--- config.mk ---
export PLATFORM = sky130hd
export DESIGN_NAME = dsivp_ctrl
export DESIGN_NICKNAME = d
export VERILOG_FILES = /design/src/core/dsivp_sync.v /design/src/core/dsivp_pick.v /design/src/core/dsivp_ctrl.v
export VERILOG_INCLUDE_DIRS = /design/src /design/src/core
export SDC_FILE = /design/constraint.sdc
export NUM_CORES = 1
export LEC_CHECK = 0
export BUFFER_PORTS_ARGS = -buffer_cell sky130_fd_sc_hd__buf_2
export CAP_MARGIN = 20
export CORE_MARGIN = 2
export CORE_UTILIZATION = 54
export CTS_CLUSTER_DIAMETER = 80
export CTS_CLUSTER_SIZE = 16
export DETAILED_ROUTE_END_ITERATION = 8
export PLACE_DENSITY = 0.94
export SYNTH_ARGS = -nofsm -noshare
export SYNTH_HDL_FRONTEND = slang
export SYNTH_SLANG_ARGS = --single-unit
--- constraint.sdc ---
create_clock -name clk -period 6.2 [get_ports clk]
set_clock_uncertainty 0.1 [all_clocks]
set_input_delay 0.93 -clock clk [delete_from_list [all_inputs] [get_ports clk]]
set_output_delay 0.93 -clock clk [all_outputs]
set_load 0.1 [all_outputs]
--- src/core/dsivp_regs.vh ---
/*
 * constants of the interrupt vector and priority block: trap numbers of the
 * fixed sources, vector offset arithmetic, base pointer split, source masks.
 * assumes it is included by bare name from the core files only.
 */
`ifndef DSIVP_REGS_VH
`define DSIVP_REGS_VH

// ****************************************************************
// trap numbers of the fixed and shared sources
// ****************************************************************
`define DSIVP_TRAP_RESET     5'h00
`define DSIVP_TRAP_NONMASK   5'h01
`define DSIVP_TRAP_EXT0      5'h02
`define DSIVP_TRAP_EXT2      5'h03
`define DSIVP_TRAP_SER1_CARD 5'h07
`define DSIVP_TRAP_EXT3_WDOG 5'h0B
`define DSIVP_TRAP_SER2_CARD 5'h0D
`define DSIVP_TRAP_EXT1      5'h10
`define DSIVP_TRAP_EXT4_RTC  5'h13
`define DSIVP_TRAP_BUS_FAULT 5'h18
`define DSIVP_TRAP_OS_KERNEL 5'h1A

// ****************************************************************
// vector offset and base arithmetic
// ****************************************************************
`define DSIVP_OFFSET_SHIFT   3
`define DSIVP_BASE_SHIFT     8
`define DSIVP_HOST_TRAP_LO   5'h10
`define DSIVP_HOST_TRAP_HI   5'h17

// ****************************************************************
// source masks and reset values
// ****************************************************************
`define DSIVP_NONMASK_SET    32'h0000_0003
`define DSIVP_PERIPH_SLOTS   32'h07F6_D770
`define DSIVP_PEND_RESET     32'h0000_0001
`define DSIVP_PIN_IDLE       5'h1F

`endif

--- src/core/dsivp_sync.v ---
/*
 * two flop synchroniser for a group of asynchronous pin levels.
 * assumes the pins are slow levels; the first stage is read only by the
 * second, so nothing downstream sees a metastable value.
 */
`timescale 1ns/1ps
`default_nettype none

module dsivp_sync #(
  parameter W      = 5,
  parameter [W-1:0] IDLE = {W{1'b1}}
) (
  input  wire         clk,
  input  wire         resetn,
  input  wire [W-1:0] pin_async,
  output wire [W-1:0] pin_sync
);

  reg [W-1:0] meta_r;
  reg [W-1:0] sync_r;

  // ****************************************************************
  // two stage capture
  // ****************************************************************
  // idle level at reset so no false edge appears on release
  always @(posedge clk or negedge resetn) begin
    if (!resetn) begin
      meta_r <= IDLE;
      sync_r <= IDLE;
    end else begin
      meta_r <= pin_async;
      sync_r <= meta_r;
    end
  end

  assign pin_sync = sync_r;

endmodule

`default_nettype wire

--- src/core/dsivp_pick.v ---
/*
 * fixed priority picker: finds the eligible trap with the lowest priority
 * number. assumes eligible is indexed by trap number and is a clean level
 * from the same clock.
 */
`timescale 1ns/1ps
`default_nettype none
`include "dsivp_regs.vh"

module dsivp_pick (
  input  wire [31:0] eligible,
  output reg         found,
  output reg  [4:0]  trap,
  output reg  [4:0]  prio
);

  // ****************************************************************
  // priority to trap table
  // ****************************************************************
  // the fixed ranking; priorities 25 and up equal their trap number
  function [4:0] dsivp_trap_of_prio;
    input [4:0] p;
    begin
      case (p)
        5'd0:    dsivp_trap_of_prio = `DSIVP_TRAP_RESET;
        5'd1:    dsivp_trap_of_prio = `DSIVP_TRAP_NONMASK;
        5'd2:    dsivp_trap_of_prio = `DSIVP_TRAP_BUS_FAULT;
        5'd3:    dsivp_trap_of_prio = `DSIVP_TRAP_EXT0;
        5'd4:    dsivp_trap_of_prio = `DSIVP_TRAP_EXT1;
        5'd5:    dsivp_trap_of_prio = `DSIVP_TRAP_EXT2;
        5'd6:    dsivp_trap_of_prio = 5'd4;
        5'd7:    dsivp_trap_of_prio = 5'd5;
        5'd8:    dsivp_trap_of_prio = 5'd17;
        5'd9:    dsivp_trap_of_prio = 5'd6;
        5'd10:   dsivp_trap_of_prio = `DSIVP_TRAP_SER1_CARD;
        5'd11:   dsivp_trap_of_prio = 5'd8;
        5'd12:   dsivp_trap_of_prio = 5'd18;
        5'd13:   dsivp_trap_of_prio = 5'd9;
        5'd14:   dsivp_trap_of_prio = 5'd10;
        5'd15:   dsivp_trap_of_prio = `DSIVP_TRAP_EXT3_WDOG;
        5'd16:   dsivp_trap_of_prio = `DSIVP_TRAP_EXT4_RTC;
        5'd17:   dsivp_trap_of_prio = 5'd12;
        5'd18:   dsivp_trap_of_prio = `DSIVP_TRAP_SER2_CARD;
        5'd19:   dsivp_trap_of_prio = 5'd20;
        5'd20:   dsivp_trap_of_prio = 5'd21;
        5'd21:   dsivp_trap_of_prio = 5'd14;
        5'd22:   dsivp_trap_of_prio = 5'd15;
        5'd23:   dsivp_trap_of_prio = 5'd22;
        5'd24:   dsivp_trap_of_prio = 5'd23;
        default: dsivp_trap_of_prio = p;
      endcase
    end
  endfunction

  integer i;
  reg [4:0] t;

  // ****************************************************************
  // scan from weakest to strongest so the lowest number wins
  // ****************************************************************
  always @* begin
    found = 1'b0;
    trap  = 5'd0;
    prio  = 5'd0;
    t     = 5'd0;
    for (i = 31; i >= 0; i = i - 1) begin
      t = dsivp_trap_of_prio(i[4:0]);
      if (eligible[t]) begin
        found = 1'b1;
        trap  = t;
        prio  = i[4:0];
      end
    end
  end

endmodule

`default_nettype wire

--- src/core/dsivp_ctrl.v ---
/*
 * interrupt vector and priority core: collects pin, peripheral and software
 * requests into pending flags, picks the strongest one and presents its trap,
 * vector offset, priority and absolute vector address to the processor core.
 * assumes peripherals and the core run on clk; external pins are asynchronous
 * and active low; the two base pointers are held stable by the core.
 */
// Notes on behaviour
// - vector byte offset is eight times trap number, 0 up to F8.
// - fixed priorities 0 to 31, lowest number wins; reset, nonmaskable, bus fault first.
// - hardware and software reset both use trap 0, offset 0, priority 0.
// - serial 1 transmit or card 1 request is trap 7, offset 38, priority 10.
// - serial 2 transmit or card 2 request is trap 13, offset 68, priority 18.
// - external 3 or watchdog line is trap 11, offset 58, priority 15.
// - external 4 or clock calendar line is trap 19, offset 98, priority 16.
// - os kernel request is trap 26 at D0; traps 27 to 31 software only.
// - absolute vector address is the selected base plus the vector offset.
// - traps 0 to 15 and 24 to 31 use the data side base.
// - traps 16 to 23 use the host side base.
// - nonmaskable pin is tied inactive high inside; it never raises a request.
// - nonmaskable slot is reachable by software trap 1 and by the watchdog.
// - clock calendar requests are held off while external 4 pin is low.
// - sources sharing one flag are combined with a logical or.
`timescale 1ns/1ps
`default_nettype none
`include "dsivp_regs.vh"

module dsivp_ctrl (
  input  wire        clk,
  input  wire        resetn,
  // asynchronous active low pins
  input  wire        ext_request_0_n,
  input  wire        ext_request_1_n,
  input  wire        ext_request_2_n,
  input  wire        ext_request_3_n,
  input  wire        ext_request_4_n,
  // on-chip one cycle pulses, indexed by trap number
  input  wire [31:0] onchip_request,
  input  wire        serial1_tx_request,
  input  wire        card1_request,
  input  wire        serial2_tx_request,
  input  wire        card2_request,
  input  wire        watchdog_request,
  input  wire        watchdog_to_nonmask,
  input  wire        clock_calendar_request,
  // core side
  input  wire        soft_reset_request,
  input  wire        sw_trap_valid,
  input  wire [4:0]  sw_trap_num,
  input  wire [31:0] irq_enable,
  input  wire        core_ready,
  input  wire [15:0] data_vector_base_pointer,
  input  wire [15:0] host_vector_base_pointer,
  output reg         vec_valid_r,
  output reg  [4:0]  vec_trap_r,
  output reg  [4:0]  vec_prio_r,
  output reg  [7:0]  vec_offset_r,
  output reg         vec_host_base_r,
  output reg  [23:0] vec_addr_r,
  output reg  [31:0] pending_r,
  output reg         clock_calendar_held_r
);

  // ****************************************************************
  // helpers
  // ****************************************************************
  // offset of a trap, used by the dispatch path and by address forming
  function [7:0] dsivp_offset;
    input [4:0] trap;
    begin
      dsivp_offset = {3'b000, trap} << `DSIVP_OFFSET_SHIFT;
    end
  endfunction

  // true when a trap vectors relative to the host side base
  function dsivp_is_host;
    input [4:0] trap;
    begin
      dsivp_is_host = (trap >= `DSIVP_HOST_TRAP_LO) &&
                      (trap <= `DSIVP_HOST_TRAP_HI);
    end
  endfunction

  // ****************************************************************
  // pin synchronisation and edge detection
  // ****************************************************************
  wire [4:0] pin_sync;
  reg  [4:0] pin_prev_r;
  wire [4:0] pin_fall;
  // the nonmaskable pin is not brought in at all: it reads as high forever
  wire       nonmask_pin_n = 1'b1;

  dsivp_sync #(
    .W    (5),
    .IDLE (`DSIVP_PIN_IDLE)
  ) u_sync (
    .clk       (clk),
    .resetn    (resetn),
    .pin_async ({ext_request_4_n, ext_request_3_n, ext_request_2_n,
                 ext_request_1_n, ext_request_0_n}),
    .pin_sync  (pin_sync)
  );

  // previous level taken from the second stage only
  always @(posedge clk or negedge resetn) begin
    if (!resetn) begin
      pin_prev_r <= `DSIVP_PIN_IDLE;
    end else begin
      pin_prev_r <= pin_sync;
    end
  end

  assign pin_fall = pin_prev_r & ~pin_sync;

  // ****************************************************************
  // clock calendar hold-off behind external 4
  // ****************************************************************
  // a calendar event during a low pin waits here; it is released on the
  // first cycle the pin reads high again, so the event is late, not lost
  wire ext4_low     = ~pin_sync[4];
  wire cal_event    = clock_calendar_request | clock_calendar_held_r;
  wire cal_accept   = cal_event & ~ext4_low;

  always @(posedge clk or negedge resetn) begin
    if (!resetn) begin
      clock_calendar_held_r <= 1'b0;
    end else begin
      clock_calendar_held_r <= cal_event & ext4_low;
    end
  end

  // ****************************************************************
  // request collection
  // ****************************************************************
  reg [31:0] set_vec;
  always @* begin
    set_vec = onchip_request & `DSIVP_PERIPH_SLOTS;
    set_vec[`DSIVP_TRAP_EXT0] = pin_fall[0];
    set_vec[`DSIVP_TRAP_EXT1] = pin_fall[1];
    set_vec[`DSIVP_TRAP_EXT2] = pin_fall[2];
    // shared lines merge with a plain or, no selection needed
    set_vec[`DSIVP_TRAP_SER1_CARD] = serial1_tx_request | card1_request;
    set_vec[`DSIVP_TRAP_SER2_CARD] = serial2_tx_request | card2_request;
    set_vec[`DSIVP_TRAP_EXT3_WDOG] = pin_fall[3] |
                                     (watchdog_request & ~watchdog_to_nonmask);
    set_vec[`DSIVP_TRAP_EXT4_RTC]  = pin_fall[4] | cal_accept;
    // nonmaskable slot: software trap 1 or a watchdog routed there
    set_vec[`DSIVP_TRAP_NONMASK] = ~nonmask_pin_n |
                                   (watchdog_request & watchdog_to_nonmask);
    set_vec[`DSIVP_TRAP_RESET] = soft_reset_request;
  end

  // software traps bypass the enable mask, including 27 to 31 which have
  // no hardware source at all
  reg [31:0] sw_set;
  always @* begin
    sw_set = 32'h0000_0000;
    if (sw_trap_valid) begin
      sw_set[sw_trap_num] = 1'b1;
    end
  end

  // ****************************************************************
  // arbitration
  // ****************************************************************
  reg  [31:0] sw_pend_r;
  wire [31:0] eligible = (pending_r & (irq_enable | `DSIVP_NONMASK_SET)) | sw_pend_r;
  wire        win_found;
  wire [4:0]  win_trap;
  wire [4:0]  win_prio;

  dsivp_pick u_pick (
    .eligible (eligible),
    .found    (win_found),
    .trap     (win_trap),
    .prio     (win_prio)
  );

  wire        take = win_found & core_ready;
  wire [31:0] clr  = take ? (32'h0000_0001 << win_trap) : 32'h0000_0000;

  // ****************************************************************
  // pending flags
  // ****************************************************************
  // a new event in the cycle its flag is taken survives: set wins
  always @(posedge clk or negedge resetn) begin
    if (!resetn) begin
      pending_r <= `DSIVP_PEND_RESET;
      sw_pend_r <= 32'h0000_0000;
    end else begin
      pending_r <= (pending_r & ~clr) | set_vec;
      sw_pend_r <= (sw_pend_r & ~clr) | sw_set;
    end
  end

  // ****************************************************************
  // vector output
  // ****************************************************************
  wire        host_sel  = dsivp_is_host(win_trap);
  wire [7:0]  win_off   = dsivp_offset(win_trap);
  wire [15:0] base_ptr  = host_sel ? host_vector_base_pointer
                                   : data_vector_base_pointer;
  wire [23:0] base_byte = {base_ptr, 8'h00};
  wire [23:0] win_addr  = base_byte + {16'h0000, win_off};

  // valid pulses one cycle per dispatch; the rest hold until the next one
  always @(posedge clk or negedge resetn) begin
    if (!resetn) begin
      vec_valid_r     <= 1'b0;
      vec_trap_r      <= 5'd0;
      vec_prio_r      <= 5'd0;
      vec_offset_r    <= 8'h00;
      vec_host_base_r <= 1'b0;
      vec_addr_r      <= 24'h00_0000;
    end else begin
      vec_valid_r <= take;
      if (take) begin
        vec_trap_r      <= win_trap;
        vec_prio_r      <= win_prio;
        vec_offset_r    <= win_off;
        vec_host_base_r <= host_sel;
        vec_addr_r      <= win_addr;
      end
    end
  end

endmodule

`default_nettype wire

==> reports/summary.txt, run 1 <==
Initial Util: 0.5504
R2r setup slk: 2.25 ns
Share of cells above drive strength 1: 0.3402
Via Count: 5175
Slew headroom: 0.3004
Clock root cell: clkbuf_8
Top cell type's share of synthesized area: 0.4340
Cells after Synth: 506
DRT iter0 DRCs: 479
Simple-gate area share of the yosys netlist: 0.1656
GR Layer Usage met1: 0.4302
Setup violators final: 0
First-pass GRT wire length: 24560 um
Port bufs: 172
Met2 usage: 0.4785
CP bufs+invs: 1
Mean Syn Cell Area: 10.48 sq um
Post-Synth Adder-Cell Area: 0
Core ar.: 9639 sq um
R2R Path End: vec_addr_r[11]
Max-cap viol count: 0
Crit Reg-Reg Startpoint: pending_r[19]
CTS Buf Count: 9
CTS tree: yes
Commonest non-fill, non-tap cell in the layout: buf_2
Crit path capture: pending_r[2]
Worst-path fanout max: 9
P_leak: 2.843 nW
Antenna diode count: 0
Site Rows: 36
Commonest cells after routing, fill and taps aside: 171 x buf_2, 92 x dfrtp_1, 37 x a21oi_1, 35 x a21o_1
Critical path class: in2reg
Die width: 103.1 um
Largest net degree at the start of global routing: 71
Largest delay contributor family on the critical path: compound AO/OA/AOI/OAI gates
Sw Share: 0.3870
Count of flip-flops with a built-in enable after synthesis: 0
RSZ-0062 raised after global routing: false
Met3 global-route usage: 0.04000
Ys flop type: dfrtp_1
Post-Place Cell Area: 6233 sq um
Final Cell Area: 6447 sq um
Crit. Startpoint: irq_enable[8]
Synth async-reset ratio: 1.000
PwrDens: 276.1 nW/um^2
Routed len/inst: 19.76 um
Hold buffer count at cts: 0
Overall Power: 1.780 mW
Final worst path period need: 4.197 ns
Critical path depth: 8
Multi-input gate area: 2376 sq um
Final ANT Viol Nets: 0
F_max: 238.3 MHz
Clk buf depth: 2
Post-Syn Area: 5305 sq um
Clk slew on worst S/H paths: 0.11 ns
Busiest grt layer: met2
Detailed Route WL: 16040 um
Post-synthesis sequential element count: 108
Switching power: 0.6889 mW
Synth unique cells: 63
Fin. max-slew vios: 0
DP HPWL: 12130 um
IO Count: 195
Final setup TNS: 0 ns
Sequential power share: 0.466
Post-synthesis sequential area ratio: 0.5132
Hold Vio Cnt, Final: 0
YS warnings: 0
Gp weighted congestion: 0.9189
Clk pwr share: 0.249
Drt first pass iters: 5
Worst path slowest cell: nor2_1
Hold crit path type: reg2reg
Critical Path AT: 4.33 ns
Element type at the critical path end: flop
Layout area overhead: 21.53%
CP peak stage delay: 0.77 ns
# nets final: 792
Compound-gate portion of the synthesized area: 0.2738
Die Y: 103.1 um
Status: complete, no violations
Residual DRC count: 0
GRT Util Overall: 0.3018
# resized after CTS: 0
Worst vdd ir: 0.1508 mV
Initial antenna violation count: 0
Mux share of post-synthesis cell area: 0.004245
Die area: 10630 sq um
Post-CTS setup buffer count: 0
Vias in the first global route: 4813
Clk_lat worst skew: 0.38 ns
Vias per std cell: 6.373
Slew at the pin closest to its max-slew limit: 1.041 ns
XOR/XNOR Fraction of Synth Area: 0
Area leader, netlist: dfrtp_1
CP Data Required Time: 6.34 ns
Fillers: 801
Period utilization: 0.6769
Sequential standard cell area: 2723 sq um
Number of cells on the worst reg-to-reg path: 8
Ranking of synthesized cells by area: dfrtp_1 43%, dfstp_2 7.9%, a21o_1 5.0%
Cell Chain, Critical Path: buf_2 > a21oi_1 > nand2_1 > a2111oi_0 > o31ai_1 > nor2_1 > and3_1 > o221ai_1
Total gr overflow: 0
H-tree depth: 3
Clock Sinks: 108
Largest family of logic cells by synthesized area: compound AO/OA/AOI/OAI gates
Combinational share of power: 0.285
Startpoint Class: input port
Internal power: 1.091 mW
layout make-up:
cell class,instances,area share
Multi-Input combinational cell,361,0.3685
Tap cell,133,0.02581
Clock buffer,11,0.02368
Inverter,12,0.006986
Timing Repair Buffer,182,0.1452
Sequential cell,108,0.4223
Clock inverter,5,0.007568
worst register-to-register path, delay by kind of cell, from the launching register on:
family                 cells  cell delay, ns
AO/OA/AOI/OAI              3            1.59
buffers and inverters      1            0.24
flip-flops                 1            0.41
AND/OR/NAND/NOR            4            1.51
synth_stat cells (all sizes together) (3+ instances only):
library cell  number
dfrtp             92
a21oi             39
a21o              35
nand2             31
nand3             31
o2bb2ai           26
buf               23
and3              21
nand4             20
nor2              18
a221o             17
dfstp             16
o21ai             16
inv               12
a31oi              8
nor3               8
o31ai              8
clkbuf             7
and2               5
nand3b             5
o211ai             4
o22ai              4
o41ai              4
a2111oi            3
nor2b              3
nor4               3
o2111ai            3
or3b               3
or4                3
how the worst min path moves through the flow:
stage	start	to	slack, ns	depth (start not counted)
after floorplan	u_sync.meta_r[0]	u_sync.pin_sync[0]	0.25	0
after global placement	u_sync.meta_r[2]	u_sync.pin_sync[2]	0.25	0
after detailed placement	u_sync.meta_r[3]	u_sync.pin_sync[3]	0.25	0
after CTS	u_sync.meta_r[3]	u_sync.pin_sync[3]	0.26	0
after global routing	u_sync.pin_sync[1]	pin_prev_r[1]	0.27	0
final	u_sync.meta_r[3]	u_sync.pin_sync[3]	0.26	0
kinds of logic (layout without fill, tap and decap cells):
logic type | count (synthesis) | in the layout
AO/OA/AOI/OAI | 193 | 193
buffers and inverters | 42 | 210
flip-flops | 108 | 108
multiplexers | 2 | 2
other | 1 | 6
AND/OR/NAND/NOR | 160 | 160
sequential cells by signal (all words and copies together) (netlist names):
| name | count |
|---|---|
| vec_host_base_r | 1 |
| vec_valid_r | 1 |
| clock_calendar_held_r | 1 |
| sw_pend_r | 32 |
| vec_addr_r | 17 |
| pin_prev_r | 5 |
| pending_r | 32 |
| u_sync.meta_r | 5 |
| vec_prio_r | 5 |
| u_sync.pin_sync | 5 |
| vec_trap_r | 4 |
metal layers:
metal | vias to the layer above | share of wire
met2 | 292 | 0.47
met3 | 41 | 0.074
met5 | - | 0
li1 | 2289 | -
met1 | 2553 | 0.42
met4 | 0 | 0.028
power by group through the flow:
stage / Combinational (mW) / Sequential [mW] / Clock [mW]
after floorplan: 0.231 / 0.970 / 0
after global placement: 0.490 / 0.837 / 0
after detailed placement: 0.499 / 0.842 / 0
after CTS: 0.500 / 0.828 / 0.446
after global routing: 0.534 / 0.838 / 0.476
final: 0.507 / 0.830 / 0.443
metrics by stage:
stage | cells | hold WS [ns] | setup WS (ns) | utilization
2_1_floorplan | 511 | 0.2452 | 2.874 | -
3_3_place_gp | 793 | 0.2456 | 1.665 | 0.6459
3_5_place_dp | 794 | 0.2470 | 1.636 | 0.6467
4_1_cts | 810 | 0.2634 | 2.028 | 0.6676
5_1_grt | 812 | 0.2727 | 1.884 | 0.6689
6_report | 812 | 0.2622 | 2.003 | 0.6689
No activity file was read; power rests on OpenSTA's default activity.
==> inputs of run 2 (changes only) <==
- CORE_UTILIZATION: 54 -> 50
- PLACE_DENSITY: 0.94 -> 0.89
- clock period: 6.2 -> 4.05 ns (I/O delays scaled with it)
==> reports/summary.txt, run 2 (synthesis results as in run 1) <==
Vias per std cell: 6.196 (-2.8%)
P_leak: 3.023 nW (+6.3%)
Setup violators final: 0 (unchanged)
Initial antenna violation count: 0 (unchanged)
Site Rows: 37 (+2.8%)
Switching power: 1.044 mW (+51%)
Clk slew on worst S/H paths: 0.11 ns (about the same)
Commonest non-fill, non-tap cell in the layout: buf_2
CTS tree: yes
Largest net degree at the start of global routing: 88 (+24%)
DRT iter0 DRCs: 452 (-5.6%)
Total gr overflow: 0 (unchanged)
Commonest cells after routing, fill and taps aside: 172 x buf_2, 92 x dfrtp_1, 41 x buf_4, 37 x a21oi_1, 35 x a21o_1
GRT Util Overall: 0.3007 (-0.001110)
First-pass GRT wire length: 26210 um (+6.7%)
Hold crit path type: in2reg
Via Count: 5254 (+1.5%)
Layout Utilization: 0.6533 (-0.01562)
Layout area overhead: 27.12%
Drt first pass iters: 5 (unchanged)
Detailed Route WL: 17180 um (+7.1%)
RSZ-0062 raised after global routing: false
Final setup TNS: 0 ns (unchanged)
Port bufs: 172 (unchanged)
IO Count: 195 (unchanged)
Vias in the first global route: 5076 (+5.5%)
Critical path class: reg2reg
Die width: 107.0 um (+3.8%)
Period utilization: 0.8693
Largest regs: pending_r (32), sw_pend_r (32), vec_addr_r (17)
Critical Path AT: 3.72 ns (-0.61 ns)
Clock root cell: clkbuf_8
F_max: 284.1 MHz
CTS Buf Count: 9 (unchanged)
Die Y: 107.0 um (+3.8%)
Share of cells above drive strength 1: 0.3694 (+0.02918)
Fin. max-slew vios: 0 (unchanged)
Max-cap viol count: 0 (unchanged)
Element type at the critical path end: flop
Die area: 11450 sq um (+7.7%)
Routed len/inst: 20.25 um (+2.5%)
Startpoint Class: flop
DP HPWL: 12860 um (+6.0%)
Hold Vio Cnt, Final: 0 (unchanged)
Slew headroom: 0.4664 (+0.1660)
Combinational share of power: 0.290 (+0.005)
Sw Share: 0.3673 (-0.01967)
Worst-path fanout max: 9 (unchanged)
Clock Sinks: 108 (unchanged)
Worst vdd ir: 0.3016 mV (+100%)
Final ANT Viol Nets: 0 (unchanged)
H-tree depth: 3 (unchanged)
PwrDens: 421.3 nW/um^2 (+53%)
Antenna diode count: 0 (unchanged)
Clk buf depth: 2 (unchanged)
Clk pwr share: 0.262 (+0.013)
Status: complete, no violations
# nets final: 825 (+4.2%)
Final worst path period need: 3.520 ns
Overall Power: 2.841 mW (+60%)
Gp weighted congestion: 0.9192 (about the same)
Initial Util: 0.5139 (-0.03649)
Residual DRC count: 0 (unchanged)
Sequential power share: 0.447 (-0.019)
CP Data Required Time: 4.25 ns (-2.09 ns)
Slew at the pin closest to its max-slew limit: 0.8004 ns (-0.2410 ns)
Internal power: 1.798 mW (+65%)
Clk_lat worst skew: 0.40 ns (+0.02 ns)
Core ar.: 10320 sq um (+7.1%)
[run 2: cell type report]
| class | count | area, sq um |
|---|---|---|
| fillers | 874 | 3580 |
| multi-input cells | 361 | 2376 |
| clock inverters | 5 | 82.58 |
| well taps | 136 | 170.2 |
| repair buffers | 215 | 1206 |
| clock buffers | 11 | 141.4 |
| inverters | 12 | 45.04 |
| flip-flops and latches | 108 | 2723 |
[run 2: what timing repair did]
item                      4_1_cts  5_1_grt
hold buffers                    0        1
buffers inserted                0        0
resized for setup               0        0
hold endpoints to repair        0       14
[run 2: power groups by stage]
stage | Sequential, mW | Combinational (mW) | Clock, mW
3_5_place_dp | 1.29 | 0.808 | 0
3_3_place_gp | 1.28 | 0.801 | 0
6_report | 1.27 | 0.825 | 0.745
4_1_cts | 1.27 | 0.811 | 0.761
2_1_floorplan | 1.49 | 0.353 | 0
5_1_grt | 1.28 | 0.865 | 0.802
[run 2: worst max-delay path, stage by stage, from the launching register on]
cell	delay [ns]
dfrtp_1	0.41
a21oi_1	0.59
nand3_1	0.18
or4_1	0.54
a31oi_1	0.50
and3_1	0.56
nand3_1	0.19
a211o_1	0.35
[run 2: metal layers]
layer | global-route usage | share of wire
met1 | 0.4174 | 0.43
met2 | 0.4722 | 0.47
met3 | 0.05167 | 0.078
met4 | 0.1169 | 0.028
met5 | 0 | 0
[run 2: per-stage QoR]
stage	instances	setup WS, ns	hold WS (ns)	area [sq um]
final	848	0.5295	0.1988	6744
after global routing	848	0.3985	0.1821	6744
after CTS	844	0.6169	0.1847	6694
after detailed placement	828	0.3416	0.2468	6470
after global placement	828	0.3642	0.2457	6470
after floorplan	511	0.7403	0.2119	5324
[run 2: worst paths after layout]
kind | start | end | slack, ns | cells past startpoint
setup reg to reg | pending_r[23] | pending_r[13] | 0.53 | 7
max in group asynchronous | resetn | u_sync.pin_sync[1] | 2.45 | 4
min in group asynchronous | resetn | sw_pend_r[15] | 0.50 | 2
hold reg to reg | u_sync.meta_r[2] | u_sync.pin_sync[2] | 0.26 | 0
setup / recovery | pending_r[23] | pending_r[13] | 0.53 | 7
hold / removal | ext_request_1_n | u_sync.meta_r[1] | 0.20 | 1
==> inputs of run 3 (changes only) <==
- ABC_AREA: unset -> 1
- REMOVE_ABC_BUFFERS: unset -> 1
==> reports/summary.txt, run 3 <==
Clk slew on worst S/H paths: 0.11 ns (about the same)
Most frequent cells after synthesis: 229 x nand2_1, 92 x dfrtp_1, 68 x inv_1, 47 x nor2_1, 34 x nand3_1
Synth async-reset ratio: 1.000 (unchanged)
IO Count: 195 (unchanged)
Critical path class: reg2reg
F_max: 321.4 MHz (+13%)
Largest net degree at the start of global routing: 66 (-25%)
Initial Util: 0.5167 (+0.002773)
Mean Syn Cell Area: 7.867 sq um (-25%)
Post-synthesis sequential element count: 108 (unchanged)
Die width: 107.5 um (+0.48%)
Startpoint Class: flop
Worst-path fanout max: 17 (+8)
Ranking of synthesized cells by area: dfrtp_1 43%, nand2_1 16%, dfstp_2 7.8%
Element type at the critical path end: flop
Antenna diode count: 0 (unchanged)
Area leader, netlist: dfrtp_1
Hold buffer count at cts: 0 (unchanged)
Setup violators final: 0 (unchanged)
First-pass GRT wire length: 22800 um (-13%)
Hold Slack: 0.2081 ns (+0.009342 ns)
Clk buf depth: 2 (unchanged)
Max layer used: met4
Vias per std cell: 5.305 (-14%)
Clk_lat worst skew: 0.38 ns (-0.02 ns)
Initial antenna violation count: 0 (unchanged)
Gp weighted congestion: 0.8946 (-2.7%)
CP peak stage delay: 0.47 ns (-0.12 ns)
Status: complete, no violations
Post-synthesis sequential area ratio: 0.5082 (-0.005034)
Hold Vio Cnt, Final: 0 (unchanged)
Clock root cell: clkbuf_8
RSZ-0062 raised after global routing: false
Cell Chain, Critical Path: a21oi_1 > inv_1 > nor2_1 > nand2_1 > nor2_1 > inv_1 > a21oi_1 > o21ai_1 > a221oi_2 > o21ai_1 > nand2_1 > nand2_2 > a21oi_4 > nand4_1 > nand2_1 > nand2_1
Met3 WL: 1312 um (-2.2%)
Worst vdd ir: 0.3294 mV (+9.2%)
Routed len/inst: 14.77 um (-27%)
Synth unique cells: 36 (-43%)
Final ANT Viol Nets: 0 (unchanged)
# resized after CTS: 0 (unchanged)
Cell with the most instances after synthesis: nand2_1
YS warnings: 0 (unchanged)
Final worst path period need: 3.111 ns (-0.4093 ns)
Core ar.: 10370 sq um (+0.45%)
PwrDens: 530.9 nW/um^2 (+26%)
Share of cells above drive strength 1: 0.2840 (-0.08534)
Drt first pass iters: 5 (unchanged)
Final setup TNS: 0 ns (unchanged)
Critical Path Most Common Cell: nand2_1
DRT iter0 DRCs: 381 (-16%)
Count of flip-flops with a built-in enable after synthesis: 0 (unchanged)
Clock Sinks: 108 (unchanged)
Placed cell count: 972 (+17%)
CTS Buf Count: 9 (unchanged)
Die area: 11560 sq um (+0.96%)
Residual DRC count: 0 (unchanged)
Finished Layout Cells: 988 (+17%)
Site Rows: 37 (unchanged)
Final Cell Area: 6475 sq um (-4.0%)
H-tree depth: 3 (unchanged)
Slew headroom: 0.4668 (about the same)
CTS tree: yes
GRT Util Overall: 0.2514 (-0.04926)
DP HPWL: 11170 um (-13%)
Commonest non-fill, non-tap cell in the layout: nand2_1
CP bufs+invs: 2 (+2)
Worst path slowest cell: a21oi_4
Post-Syn Area: 5358 sq um (+0.99%)
Post-CTS setup buffer count: 0 (unchanged)
Total gr overflow: 0 (unchanged)
Ys flop type: dfrtp_1
Hold crit path type: in2async
WL met1: 5949 um (-19%)
Die Y: 107.5 um (+0.48%)
Met2 wire length: 6980 um (-13%)
Vias in the first global route: 4886 (-3.7%)
CP Data Required Time: 4.22 ns (-0.03 ns)
Fin. max-slew vios: 0 (unchanged)
Top cell type's share of synthesized area: 0.4297 (-0.004257)
Period utilization: 0.7682 (-0.1011)
# nets final: 965 (+17%)
Critical Path AT: 3.29 ns (-0.43 ns)
Detailed Route WL: 14590 um (-15%)
Layout area overhead: 20.85%
Largest delay contributor family on the critical path: compound AO/OA/AOI/OAI gates
P_leak: 3.256 nW (+7.7%)
Commonest cells after routing, fill and taps aside: 229 x nand2_1, 171 x buf_2, 92 x dfrtp_1, 68 x inv_1, 47 x nor2_1
Max-cap viol count: 0 (unchanged)
Slew at the pin closest to its max-slew limit: 0.7997 ns (-0.0006542 ns)
Largest regs: pending_r (32), sw_pend_r (32), vec_addr_r (17)
Cells after Synth: 681 (+35%)
Post-Place Cell Area: 6271 sq um (-3.1%)
Port bufs: 172 (unchanged)
Via Count: 5241 (-0.25%)
==> run 3: cell count changes after synthesis, sizes merged, moves of 6 or more <==
cell	change
nand2	+204
inv	+61
o21ai	+49
nor2	+40
a21o	-35
o2bb2ai	-26
and3	-21
a221o	-17
nand4	-7
o31ai	-6
==> run 3: power breakdown <==
| part | internal, mW | leakage (nW) | switching (mW) | total, mW |
|---|---|---|---|---|
| registers | 1.25 | 1.20 | 0.0996 | 1.35 |
| clock network | 0.299 | 0.104 | 0.395 | 0.694 |
| logic | 0.269 | 1.95 | 1.13 | 1.40 |
| total | 1.82 | 3.26 | 1.62 | 3.44 |
==> run 3: cells by family after synthesis <==
group / count (synthesis) / share of synthesized area
and+or+nand+nor: 358 / 0.2847
DFF: 108 / 0.5082
other: 1 / 0.0006999
buffers and inverters: 101 / 0.08477
AOI/OAI and AO/OA: 113 / 0.1217
==> run 3: through the flow <==
stage / utilization / setup slack (ns) / total power, mW
after floorplan: - / 0.4257 / 2.431
after detailed placement: 0.6047 / 0.7531 / 2.750
after global routing: 0.6244 / 0.6252 / 3.588
after CTS: 0.6244 / 1.011 / 3.435
final: 0.6244 / 0.9388 / 3.438
after global placement: 0.6047 / 0.7473 / 2.725
==> run 3: path summary, 6_finish.rpt <==
| check | slack [ns] | start | endpoint | depth (start not counted) |
|---|---|---|---|---|
| max in group asynchronous | 2.79 | resetn | pin_prev_r[1] | 2 |
| min in group clk | 0.21 | ext_request_1_n | u_sync.meta_r[1] | 1 |
| min | 0.21 | resetn | pending_r[4] | 1 |
| max | 0.94 | pending_r[25] | sw_pend_r[12] | 16 |
| max reg2reg | 0.94 | pending_r[25] | sw_pend_r[12] | 16 |
| min reg2reg | 0.26 | u_sync.meta_r[2] | u_sync.pin_sync[2] | 0 |
==> run 3: final cells by class <==
type / count / area [sq um]
clock inverters: 6 / 76.32
flip-flops and latches: 108 / 2723
well taps: 136 / 170.2
clock buffers: 10 / 127.6
inverters: 74 / 277.8
fillers: 962 / 3895
repair buffers: 177 / 900.9
multi-input cells: 477 / 2200
==> run 3: routing by layer <==
layer	vias up	track usage
met4	0	0.07967
met1	2452	0.3315
met3	39	0.05932
met5	-	0
met2	267	0.4115
li1	2483	-
